`src/shared/pmic_power_mode_cfg.svh`:
```
// Summary of operation
// - five states only: on, off, sleep, standby, coin cell.
// - no power-up unless input is above undervoltage threshold.
// - configuration bus is locked out in coin cell.
// - interrupt output works only in sleep, standby and on.
// - turn-on enters on and holds host reset high.
// - turn-off with no off-mode select set, or thermal shutdown, forces off; host reset low there.
// - in off only core digital and backup supplies stay enabled.
// - standby follows the decoded low-power request.
// - decoded request is pin level xor polarity invert bit.
// - polarity invert bit is bit 6 of register 0x1b.
// - low-power request matters only in on, and in standby for its release.
// - standby regulator settings start as copies of on settings.
// - entry delay field bits 5:4 of 0x1b, reset 01, 0-3 periods.
// - non-zero entry delay holds off standby response until expiry.
// - request qualification adds three clock cycles of synchronisation.
// - sleep entered on button inactive with off-mode select set; exits on assert.
// - sleep uses off-mode set points, 6-bit for the first two regulators, 7-bit others.
// - off-mode select 0 turns regulator off, 1 keeps it in pfm.
// - in sleep, unmasked faults still assert the interrupt.
// - coin cell rejects turn-on, holds reset low, leaves on input valid.
// - loss of backup power resets every configuration bit to default.
// - button style 0 is active-high level, 1 is mechanical switch.
// - regulators enabled in sleep stay enabled into on.
`ifndef PMIC_POWER_MODE_CFG_SVH
`define PMIC_POWER_MODE_CFG_SVH
`define POWER_CONTROL_ADDR 8'h1b
`define POLARITY_INVERT_BIT 6
`define ENTRY_DELAY_HI 5
`define ENTRY_DELAY_LO 4
`define POWER_CONTROL_RESET 8'h10
`define SYNC_EXTRA_CYCLES 2'h3
`define NUM_REGS 4
`endif

```
`src/shared/pmic_power_mode_pkg.sv`:
```
package pmic_power_mode_pkg;
  typedef enum logic [2:0] {
    ST_OFF,
    ST_COIN,
    ST_SLEEP,
    ST_STANDBY,
    ST_ON
  } power_state_t;

  typedef struct packed {
    logic [6:0] setpoint;
    logic off_mode_select;
  } reg_cfg_t;

  typedef struct packed {
    logic wr;
    logic [7:0] addr;
    logic [7:0] wdata;
  } cfg_req_t;
endpackage : pmic_power_mode_pkg

```
`src/verilog/pmic_power_mode_fsm.sv`:
```
`timescale 1ns/1ps
`include "pmic_power_mode_cfg.svh"
module pmic_power_mode_fsm
  import pmic_power_mode_pkg::*;
(
  input wire logic clk,
  input wire logic reset,
  input wire logic vin_above_uv,
  input wire logic backup_power_on_reset,
  input wire logic low_power_request_pin,
  input wire logic power_button_input,
  input wire logic power_button_long_press,
  input wire logic power_button_reset_enable,
  input wire logic thermal_shutdown,
  input wire logic fault_pending,
  input wire cfg_req_t cfg_req,
  input wire reg_cfg_t [`NUM_REGS-1:0] on_cfg,
  input wire reg_cfg_t [`NUM_REGS-1:0] sleep_cfg,
  output logic [7:0] cfg_rdata,
  output logic cfg_ack,
  output logic host_reset_n,
  output logic irq_n,
  output logic core_digital_supply,
  output logic backup_domain_supply,
  output logic [`NUM_REGS-1:0] reg_enable,
  output logic [`NUM_REGS-1:0] reg_pfm,
  output logic [6:0] reg_setpoint [`NUM_REGS],
  output power_state_t state,
  output logic standby_active
);
  power_state_t state_r, state_nxt;
  logic [7:0] power_control_r;
  logic [1:0] lp_sync_r;
  logic [1:0] btn_sync_r;
  logic [`NUM_REGS-1:0] off_sel;
  logic [1:0] delay_cnt_r;
  logic [1:0] delay_cnt_nxt;
  logic [1:0] qual_cnt_r;
  logic [1:0] qual_cnt_nxt;
  logic lp_qualified_r;
  logic lp_qualified_nxt;
  logic [`NUM_REGS-1:0] reg_enable_r;
  logic [6:0] setpoint_r [`NUM_REGS];
  logic [6:0] standby_set_r [`NUM_REGS];
  logic host_reset_n_r;
  logic irq_n_r;
  logic [7:0] rdata_r;

  // combined reset: block reset or backup power lost
  wire full_reset = reset | backup_power_on_reset;
  wire lp_pin_s = lp_sync_r[1];
  wire btn_s = btn_sync_r[1];
  wire polarity_invert = power_control_r[`POLARITY_INVERT_BIT];
  wire button_style = power_control_r[7];
  wire [1:0] entry_delay = power_control_r[`ENTRY_DELAY_HI:`ENTRY_DELAY_LO];
  wire lp_decoded = lp_pin_s ^ polarity_invert;
  wire any_off_mode = |off_sel;
  // button turn-on: level or switch press
  wire btn_on = button_style ? (~btn_s & ~power_button_long_press) : btn_s;
  wire btn_off_cond = button_style ?
    (~btn_s & power_button_long_press & power_button_reset_enable) : ~btn_s;
  wire turn_on = btn_on & vin_above_uv;
  wire cfg_allowed = (state_r != ST_COIN);
  wire cfg_hit = cfg_allowed & (cfg_req.addr == `POWER_CONTROL_ADDR);
  wire cfg_write = cfg_req.wr & cfg_hit;
  wire in_on = (state_r == ST_ON);
  // request only watched in on, or in standby while waiting for release
  wire lp_watch = in_on | (state_r == ST_STANDBY);
  wire lp_ready = lp_qualified_r & (delay_cnt_r == 2'h0);
  // outputs follow the state being entered
  wire nxt_awake = (state_nxt == ST_ON) | (state_nxt == ST_STANDBY) |
    (state_nxt == ST_SLEEP);

  // pin synchronisers, two flops each
  always_ff @(posedge clk)
  begin
    lp_sync_r <= {lp_sync_r[0], low_power_request_pin};
    btn_sync_r <= {btn_sync_r[0], power_button_input};
  end

  // qualification: three extra cycles on a decoded change
  always_comb
  begin
    qual_cnt_nxt = qual_cnt_r;
    lp_qualified_nxt = lp_qualified_r;
    if (!lp_watch)
    begin
      // stale requests from other states are dropped
      qual_cnt_nxt = 2'h0;
      lp_qualified_nxt = 1'b0;
    end
    else if (lp_decoded != lp_qualified_r)
    begin
      if (qual_cnt_r == `SYNC_EXTRA_CYCLES - 2'h1)
      begin
        lp_qualified_nxt = lp_decoded;
        qual_cnt_nxt = 2'h0;
      end
      else
      begin
        qual_cnt_nxt = qual_cnt_r + 2'h1;
      end
    end
    else
    begin
      qual_cnt_nxt = 2'h0;
    end
  end

  // entry delay counter
  always_comb
  begin
    delay_cnt_nxt = delay_cnt_r;
    if (!(lp_qualified_r & in_on))
    begin
      delay_cnt_nxt = entry_delay;
    end
    else if (delay_cnt_r != 2'h0)
    begin
      delay_cnt_nxt = delay_cnt_r - 2'h1;
    end
  end

  always_ff @(posedge clk)
  begin
    if (full_reset)
    begin
      qual_cnt_r <= 2'h0;
      lp_qualified_r <= 1'b0;
      delay_cnt_r <= 2'h1;
    end
    else
    begin
      qual_cnt_r <= qual_cnt_nxt;
      lp_qualified_r <= lp_qualified_nxt;
      delay_cnt_r <= delay_cnt_nxt;
    end
  end

  // mode transitions
  always_comb
  begin
    state_nxt = state_r;
    case (state_r)
      ST_COIN:
      begin
        if (vin_above_uv)
        begin
          state_nxt = ST_OFF;
        end
      end
      ST_OFF:
      begin
        if (!vin_above_uv)
        begin
          state_nxt = ST_COIN;
        end
        else if (turn_on && !thermal_shutdown)
        begin
          state_nxt = ST_ON;
        end
      end
      ST_SLEEP:
      begin
        if (!vin_above_uv)
        begin
          state_nxt = ST_COIN;
        end
        else if (thermal_shutdown || (button_style && btn_off_cond))
        begin
          // long press with reset enable also ends sleep
          state_nxt = ST_OFF;
        end
        else if (turn_on)
        begin
          state_nxt = ST_ON;
        end
      end
      ST_STANDBY, ST_ON:
      begin
        if (!vin_above_uv)
        begin
          state_nxt = ST_COIN;
        end
        else if (thermal_shutdown)
        begin
          state_nxt = ST_OFF;
        end
        else if (btn_off_cond)
        begin
          state_nxt = any_off_mode ? ST_SLEEP : ST_OFF;
        end
        else if (in_on && lp_ready)
        begin
          state_nxt = ST_STANDBY;
        end
        else if (state_r == ST_STANDBY && !lp_qualified_r)
        begin
          state_nxt = ST_ON;
        end
      end
      default:
      begin
        state_nxt = ST_OFF;
      end
    endcase
  end

  always_ff @(posedge clk)
  begin
    if (full_reset)
    begin
      state_r <= ST_COIN;
    end
    else
    begin
      state_r <= state_nxt;
    end
  end

  // power control register
  always_ff @(posedge clk)
  begin
    if (full_reset)
    begin
      power_control_r <= `POWER_CONTROL_RESET;
    end
    else if (cfg_write)
    begin
      power_control_r <= cfg_req.wdata;
    end
  end

  always_ff @(posedge clk)
  begin
    if (full_reset)
    begin
      rdata_r <= 8'h00;
      cfg_ack <= 1'b0;
    end
    else
    begin
      cfg_ack <= cfg_hit;
      rdata_r <= cfg_hit ? power_control_r : 8'h00;
    end
  end

  // per-regulator enable and set point
  genvar gi;
  generate
    for (gi = 0; gi < `NUM_REGS; gi = gi + 1)
    begin : g_reg
      wire [6:0] width_mask = (gi < 2) ? 7'h3f : 7'h7f;
      assign off_sel[gi] = sleep_cfg[gi].off_mode_select;
      always_ff @(posedge clk)
      begin
        if (full_reset)
        begin
          reg_enable_r[gi] <= 1'b0;
          setpoint_r[gi] <= 7'h00;
          standby_set_r[gi] <= 7'h00;
        end
        else
        begin
          if (state_r == ST_OFF && state_nxt == ST_ON)
          begin
            standby_set_r[gi] <= on_cfg[gi].setpoint;
          end
          case (state_nxt)
            ST_OFF, ST_COIN:
            begin
              reg_enable_r[gi] <= 1'b0;
            end
            ST_SLEEP:
            begin
              reg_enable_r[gi] <= reg_enable_r[gi] & sleep_cfg[gi].off_mode_select;
              setpoint_r[gi] <= sleep_cfg[gi].setpoint & width_mask;
            end
            ST_STANDBY:
            begin
              setpoint_r[gi] <= standby_set_r[gi];
            end
            default:
            begin
              reg_enable_r[gi] <= 1'b1;
              setpoint_r[gi] <= on_cfg[gi].setpoint;
            end
          endcase
        end
      end
    end
  endgenerate

  // host reset and interrupt
  always_ff @(posedge clk)
  begin
    if (full_reset)
    begin
      host_reset_n_r <= 1'b0;
      irq_n_r <= 1'b1;
    end
    else
    begin
      host_reset_n_r <= nxt_awake;
      irq_n_r <= ~(fault_pending & nxt_awake);
    end
  end

  assign host_reset_n = host_reset_n_r;
  assign irq_n = irq_n_r;
  assign core_digital_supply = 1'b1;
  assign backup_domain_supply = 1'b1;
  assign reg_enable = reg_enable_r;
  assign reg_pfm = reg_enable_r & off_sel & {`NUM_REGS{state_r == ST_SLEEP}};
  assign reg_setpoint = setpoint_r;
  assign cfg_rdata = rdata_r;
  assign state = state_r;
  assign standby_active = (state_r == ST_STANDBY);
endmodule : pmic_power_mode_fsm

```
`config.mk`:
```
export PLATFORM = sky130hd
export DESIGN_NAME = pmic_power_mode_fsm
export DESIGN_NICKNAME = d
export VERILOG_FILES = /design/src/shared/pmic_power_mode_pkg.sv /design/src/verilog/pmic_power_mode_fsm.sv
export VERILOG_INCLUDE_DIRS = /design/src /design/src/shared
export SDC_FILE = /design/constraint.sdc
export NUM_CORES = 1
export LEC_CHECK = 0
export BUFFER_PORTS_ARGS = -buffer_cell sky130_fd_sc_hd__buf_2
export CAP_MARGIN = 20
export CORE_ASPECT_RATIO = 1.75
export CORE_MARGIN = 2
export CORE_UTILIZATION = 54
export DETAILED_ROUTE_END_ITERATION = 7
export GPL_ROUTABILITY_DRIVEN = 0
export PLACE_DENSITY_LB_ADDON = 0.2
export SETUP_SLACK_MARGIN = 0.15
export SYNTH_ARGS = -nofsm -noshare
export SYNTH_HDL_FRONTEND = slang
export SYNTH_SLANG_ARGS = --single-unit
```
`constraint.sdc`:
```
create_clock -name clk -period 9.9 [get_ports clk]
set_input_delay 0.495 -clock clk [delete_from_list [all_inputs] [get_ports clk]]
set_output_delay 0.495 -clock clk [all_outputs]
set_load 0.01 [all_outputs]
```
==> impl_metrics.json, run 1 <==
{
  "crit_arrival_ps": 3340,
  "overflow": 0,
  "cts_hold_buf": 0,
  "maxSlewViolCount": 0,
  "crit_slowest_cell": "a211o_1",
  "yosysSeqAreaShare_pct": 51.4,
  "initial_core_util_pct": 54.8,
  "drtPass1Iterations": 4,
  "status": "complete, no violations",
  "required_ps": 10180,
  "slew_headroom_pct": 42.1,
  "finalCriticalPeriod_ps": 3060,
  "drt_iter0_drc": 199,
  "final_cells": 574,
  "regArea_um2": 2100,
  "io_buffers": 135,
  "path_cells": "o21a_1 > nand2b_1 > a211o_1 > o221a_1",
  "cp_slowest_stage_delay_ps": 730,
  "skew_ps": 7.93,
  "yosys_most_used_dff": "dfxtp_1",
  "met1_usage_pct": 26.0,
  "yosysTopAreaCell": "dfxtp_1",
  "async_flop_share_pct": 0,
  "worst_pin_slew_ps": 868,
  "routedWlPerCell_um": 17.0,
  "dp.cells": 557,
  "cts-root-buf": "clkbuf_16",
  "htreeDepth": 3,
  "vdd.ir_drop.worst_uv": 137,
  "grt_max_degree": 36,
  "pin_count": 144,
  "fin_tns_setup_ps": 0,
  "use_met3_pct": 4.99,
  "crit_fanout": 24,
  "period_share_pct": 30.9,
  "nets": 573,
  "syn_avg_cell_area_um2": 11.5,
  "cts.repair.resized": 0,
  "globalRouteMet2Util_pct": 42.7,
  "max_freq_ghz": 0.327,
  "cp-start-kind": "register",
  "drive_above_1_share_pct": 40.0,
  "reg2reg_slack_ps": 6840,
  "grt_busiest_layer": "met2",
  "vias_per_cell": 5.83,
  "worstHoldStart": "power_button_input",
  "timing.rr.end": "reg_setpoint[2]$_SDFFE_PP0P_",
  "post-cts-setup-buffers": 0,
  "critPathCaptureType": "register",
  "grt_first_pass_wirelength_um": 15500,
  "max_cap_viol_count": 0,
  "drc_errors": 0,
  "cts_tree": "built",
  "die_h_um": 119,
  "clock_latency_ps": 340,
  "r2r_cells": 4,
  "dp_hpwl_um": 6600,
  "ys_types": 59,
  "synth_area_leaders": "dfxtp_1 (31%), edfxtp_1 (21%), o221a_2 (6.6%)",
  "cts_buffer_depth": 2,
  "grt_pass1_vias": 3281,
  "clk_pin_slew_ps": 70,
  "num_rows": 42,
  "via_count": 3348,
  "synth_top_area_share_pct": 30.8,
  "ys_ff_latch": 91,
  "power_uw": 807,
  "path_class": "reg2reg",
  "rsz0062_at_grt": "false",
  "die_x_um": 69.8,
  "hold_end": "btn_sync_r[0]$_DFF_P_",
  "dieArea_um2": 8310,
  "r2r_start": "state[1]$_SDFF_PP0_",
  "hold_ws_ps": 249,
  "grt_usage_pct": 23.5,
  "power_leakage_uw": 0.00224,
  "antenna_found_initial": 1,
  "yosysWarnings": 0,
  "final_antenna_net_count": 0,
  "nFillCells": 585,
  "wl_um": 9780,
  "numCtsBuffers": 9,
  "synth-edff-count": 28,
  "power_per_cell_area_nw_per_um2": 158,
  "worstHoldPathCells": 1,
  "cts.sinks": 91,
  "netlist_area_um2": 4090,
  "synth_cells": 356,
  "min_path_type": "in2reg",
  "area_growth_pct": 24.7,
  "core-area_um2": 7460,
  "multi_input_area_um2": 1820,
  "hold_viol": 0,
  "setup-violations-final": 0
}
-- worst max path at each step --
stage                                  from                                end  depth (start not counted)  slack (ps)
finish                  state[1]$_SDFF_PP0_       reg_setpoint[2]$_SDFFE_PP0P_                          4        6840
global route            state[1]$_SDFF_PP0_      reg_setpoint[21]$_SDFFE_PP0P_                          4        6600
CTS                     state[1]$_SDFF_PP0_       reg_setpoint[2]$_SDFFE_PP0P_                          4        6840
detailed placement      state[1]$_SDFF_PP0_      reg_setpoint[16]$_SDFFE_PP0P_                          4        6850
global placement        state[1]$_SDFF_PP0_      reg_setpoint[17]$_SDFFE_PP0P_                          4        6910
floorplan           power_button_long_press  standby_set_r[0][0]$_SDFFCE_PN0P_                          3        6580
-- sequential cells by signal (all words and copies together) (netlist names) --
name / count
btn_sync_r: 2
power_control_r: 8
cfg_ack: 1
delay_cnt_r: 2
cfg_rdata: 8
host_reset_n: 1
reg_setpoint: 28
lp_sync_r: 2
reg_enable: 4
qual_cnt_r: 2
standby_set_r: 28
lp_qualified_r: 1
irq_n: 1
state: 3
-- synthesized netlist by cell type (all sizes together) (3+ instances only) --
library cell,number
dfxtp,63
o221a,44
and2,37
edfxtp,28
or3,25
nor2,15
buf,14
o21ai,14
clkbuf,12
mux2i,12
inv,11
nand2,8
a2111oi,6
nor3,6
o31ai,6
nand2b,5
and3,4
nor3b,4
a211o,3
-- cell families (layout without fill, tap and decap cells) --
| kind of cell | count (synthesis) | in the layout | synth area share (%) |
|---|---|---|---|
| simple gates | 115 | 115 | 17.0 |
| compound gates | 95 | 95 | 22.8 |
| flops | 91 | 91 | 51.4 |
| buf+inv | 37 | 165 | 4.47 |
| mux | 12 | 12 | 2.94 |
| xor+xnor | 3 | 3 | 0.643 |
| fa+ha+maj | 2 | 2 | 0.612 |
| other cells | 1 | 3 | 0.0917 |
-- cells in the final DEF, fill, tap and decap left out, types with 3 or more instances in the layout --
cell and n:
a2111oi_0 3, nand2b_1 5, nand2_1 8, clkbuf_16 10, edfxtp_1 28, and2_1 37
a2111oi_2 3, and3_1 4, dfxtp_1 63, nor3_1 5, inv_1 11, o21ai_0 12
o221a_1 20, o221a_2 24, or3_1 25, nor2_1 14, buf_4 3, mux2i_1 12
o31ai_1 6, buf_2 135
-- report_power, final --
group | internal, µW | total, µW | switching [µW]
Clock | 220 | 369 | 148
Sequential | 390 | 392 | 2.83
Combinational | 22.7 | 45.5 | 22.7
Total | 633 | 807 | 174
-- stage by stage --
stage	util [%]	cell area [µm²]	worst slack, ps
2_1_floorplan	-	4090	6580
3_3_place_gp	63.9	4770	6910
3_5_place_dp	63.9	4770	6850
4_1_cts	68.3	5100	6840
5_1_grt	68.3	5100	6600
6_report	68.3	5100	6840
-- metal layers --
metal,vias up,share of wire [%]
li1,1615,-
met1,1601,37
met2,116,54
met4,0,2.3
met5,-,0
met3,16,6.2
-- worst max-delay path: cells and delay by family, from the launching register on --
kind	cells	cell delay [ps]
compound gates	3	1670
flops	1	700
simple gates	1	620
-- cell type report --
cell class | count | area share [%]
Clock buffer | 11 | 5.18
Inverter | 11 | 0.810
Sequential cell | 91 | 41.2
Timing Repair Buffer | 138 | 13.7
Multi-Input combinational cell | 229 | 35.7
Antenna cell | 1 | 0.0491
Tap cell | 88 | 2.16
Clock inverter | 5 | 1.23
Power figures use the tool's default switching activity.
==> run 2: changes to the inputs <==
--- a/config.mk
+++ b/config.mk
@@ -6,11 +6,12 @@
 export SDC_FILE = /design/constraint.sdc
 export NUM_CORES = 1
 export LEC_CHECK = 0
+export ABC_AREA = 1
 export BUFFER_PORTS_ARGS = -buffer_cell sky130_fd_sc_hd__buf_2
 export CAP_MARGIN = 20
 export CORE_ASPECT_RATIO = 1.75
 export CORE_MARGIN = 2
-export CORE_UTILIZATION = 54
+export CORE_UTILIZATION = 46
 export DETAILED_ROUTE_END_ITERATION = 7
 export GPL_ROUTABILITY_DRIVEN = 0
 export PLACE_DENSITY_LB_ADDON = 0.2
==> constraint.sdc (replaced) <==
create_clock -name clk -period 2.65 [get_ports clk]
set_input_delay 0.1325 -clock clk [delete_from_list [all_inputs] [get_ports clk]]
set_output_delay 0.1325 -clock clk [all_outputs]
set_load 0.01 [all_outputs]
==> run 2 against run 1 <==
- worst hold slack lost 220 ps
- synthesized cell count grew 54%
- clock-buffer cell count grew 3
- utilization shrank 9.9 points
- cell count grew 40%
- critical path type unchanged
- critical endpoint is now irq_n$_SDFF_PP1_
==> impl_metrics.json, run 2 <==
{
  "status": "complete, no violations",
  "die_h_um": 132,
  "power_leakage_uw": 0.00263,
  "finish.utilization_pct": 58.5,
  "swShare_pct": 20.9,
  "cp-start-kind": "register",
  "use_met3_pct": 4.38,
  "netlist_area_um2": 4290,
  "critPathCaptureType": "register",
  "pin_count": 144,
  "initial_core_util_pct": 47.2,
  "synth_cells": 548,
  "worst_pin_slew_ps": 657,
  "crit_top_cell": "nand2_4",
  "critPathTopFamily": "simple AND/OR/NAND/NOR gates",
  "clock_power_share_pct": 42.9,
  "synth_commonest_cells": "nor2_1 (113), nand2_1 (108), inv_1 (65), dfxtp_1 (63), nand3_1 (46)",
  "synth_mux_area_share_pct": 0,
  "crit_arrival_ps": 2440,
  "crit_slowest_cell": "dfxtp_1",
  "yosysWarnings": 0,
  "path_class": "reg2reg",
  "skew_ps": 5.31,
  "yosysTopAreaCell": "dfxtp_1",
  "reg2reg_slack_ps": 430,
  "hold_viol": 0,
  "synth_top_family_by_area": "simple AND/OR/NAND/NOR gates",
  "grt_usage_pct": 21.2,
  "cts.sinks": 91,
  "grt_first_pass_wirelength_um": 17100,
  "drc_errors": 0,
  "cts_tree": "built",
  "cts_buffer_depth": 2,
  "power_switching_uw": 599,
  "drive_above_1_share_pct": 28.6,
  "cp_slowest_stage_delay_ps": 310,
  "dieArea_um2": 10100,
  "grt_pass1_vias": 3781,
  "yosys.area_share.xor_xnor_pct": 0.408,
  "overflow": 0,
  "finalCriticalPeriod_ps": 2220,
  "clk_pin_slew_ps": 60,
  "yosysSeqAreaShare_pct": 49.0,
  "setup-violations-final": 0,
  "synth_area_leaders": "dfxtp_1 (29%), edfxtp_1 (20%), nor2_1 (9.9%)",
  "maxSlewViolCount": 0,
  "vias_per_cell": 4.84,
  "syn_avg_cell_area_um2": 7.83,
  "startpoint": "delay_cnt_r[0]$_SDFFE_PP1P_",
  "async_flop_share_pct": 0,
  "cts-root-buf": "clkbuf_16",
  "dp_hpwl_um": 7570,
  "clock_latency_ps": 330,
  "drt_iter0_drc": 101,
  "synth_compound_area_share_pct": 7.52,
  "max_freq_ghz": 0.451,
  "globalRouteMet2Util_pct": 41.5,
  "routedWlPerCell_um": 13.1,
  "crit_fanout": 32,
  "post-cts-setup-buffers": 0,
  "antennaDiodeCount": 0,
  "worstHoldPathCells": 3,
  "combPwrFrac_pct": 6.1,
  "synth-simple-area-share_pct": 32.6,
  "ys_ff_latch": 91,
  "min_path_type": "in2reg",
  "p_seq_share_pct": 51.0,
  "r2r_start": "delay_cnt_r[0]$_SDFFE_PP1P_",
  "cp-endpoint": "irq_n$_SDFF_PP1_",
  "io_buffers": 135,
  "area_growth_pct": 23.9,
  "required_ps": 2870,
  "p_int_uw": 2270,
  "slew_headroom_pct": 56.1,
  "power_per_cell_area_nw_per_um2": 540,
  "crit_cells": 11,
  "ys_types": 37,
  "synth_top_area_share_pct": 29.4,
  "layout_common_cells": "buf_2 (135), nor2_1 (112), nand2_1 (108)",
  "met1_usage_pct": 21.3,
  "fin_tns_setup_ps": 0,
  "synth_fa_ha_area_share_pct": 0.583,
  "drtPass1Iterations": 4,
  "synth_most_common_cell": "nor2_1",
  "final_antenna_net_count": 0,
  "num_rows": 46,
  "core-area_um2": 9090,
  "path_cells": "inv_1 > ha_1 > nand4_1 > nand3_1 > nand2_2 > nand2_4 > nand2_8 > nand2_4 > inv_2 > nor2_1 > nand2_1",
  "period_share_pct": 83.7,
  "numCtsBuffers": 9,
  "r2r_cells": 11,
  "die_x_um": 77.0,
  "rsz0062_at_grt": "false",
  "nets": 772,
  "vdd.ir_drop.worst_uv": 374,
  "antenna_found_initial": 0,
  "htreeDepth": 3,
  "grt_max_degree": 33,
  "grt_busiest_layer": "met2",
  "timing.rr.end": "irq_n$_SDFF_PP1_",
  "wl_um": 10500,
  "synth-edff-count": 28,
  "yosys_most_used_dff": "dfxtp_1",
  "crit_buf_inv": 2,
  "max_cap_viol_count": 0,
  "via_count": 3884,
  "layout_commonest_cell": "buf_2"
}
[run 2: cell type report]
cell class / count / area (µm²)
multi-input combinational: 366 / 1770
sequential: 91 / 2100
clock buffer: 14 / 285
tap: 120 / 150
clock inverter: 1 / 5.00
inverter: 67 / 251
fill: 899 / 3780
timing repair buffer: 144 / 751
[run 2: worst min-delay path by stage]
stage / from / end / slack [ps]
after floorplan: power_button_input / btn_sync_r[0]$_DFF_P_ / 160
after global placement: low_power_request_pin / lp_sync_r[0]$_DFF_P_ / 240
after detailed placement: low_power_request_pin / lp_sync_r[0]$_DFF_P_ / 240
after CTS: cfg_req[4] / power_control_r[4]$_SDFFE_PP1P_ / 20
after global routing: cfg_req[4] / power_control_r[4]$_SDFFE_PP1P_ / 70
final: cfg_req[4] / power_control_r[4]$_SDFFE_PP1P_ / 30
[run 2: stage by stage]
step	power (µW)	worst slack, ps	hold WS (ps)	std cells	cell area, µm²
2_1_floorplan	1580	843	160	549	4300
3_3_place_gp	1670	464	237	785	5000
3_5_place_dp	1670	397	236	785	5000
4_1_cts	2900	393	16.3	803	5320
5_1_grt	2970	168	67.3	803	5320
6_report	2870	432	26.7	803	5320
[run 2: power groups by stage]
stage	clock [µW]	sequential, µW	combinational, µW
2_1_floorplan	0	1490	82.1
3_3_place_gp	0	1500	170
3_5_place_dp	0	1500	173
4_1_cts	1260	1470	177
5_1_grt	1310	1470	196
6_report	1230	1470	175
[run 2: logic make-up (layout without fill, tap and decap cells)]
family,Yosys count,in the layout
AO/OA/AOI/OAI,52,52
XOR/XNOR,2,2
adder cells (fa/ha/maj),2,2
buffers and inverters,92,226
flip-flops,91,91
other,1,2
AND/OR/NAND/NOR,308,308
[run 2: metal layers]
| metal | vias up | routed length (µm) | part of all wire [%] |
|---|---|---|---|
| met5 | - | 0 | 0 |
| met4 | 0 | 151 | 1.4 |
| met3 | 12 | 551 | 5.2 |
| met2 | 116 | 5970 | 57 |
| met1 | 1776 | 3850 | 37 |
| li1 | 1980 | - | - |
[run 2: timing repair]
| item | 4_1_cts | 5_1_grt |
|---|---|---|
| gates resized for setup | 0 | 0 |
| hold endpoints to repair | 3 | 0 |
| hold buffers | 3 | 0 |
[run 2: tightest hold or removal path: stages]
cell and delay (ps):
buf_2 80, a21oi_1 50, o21ai_0 60
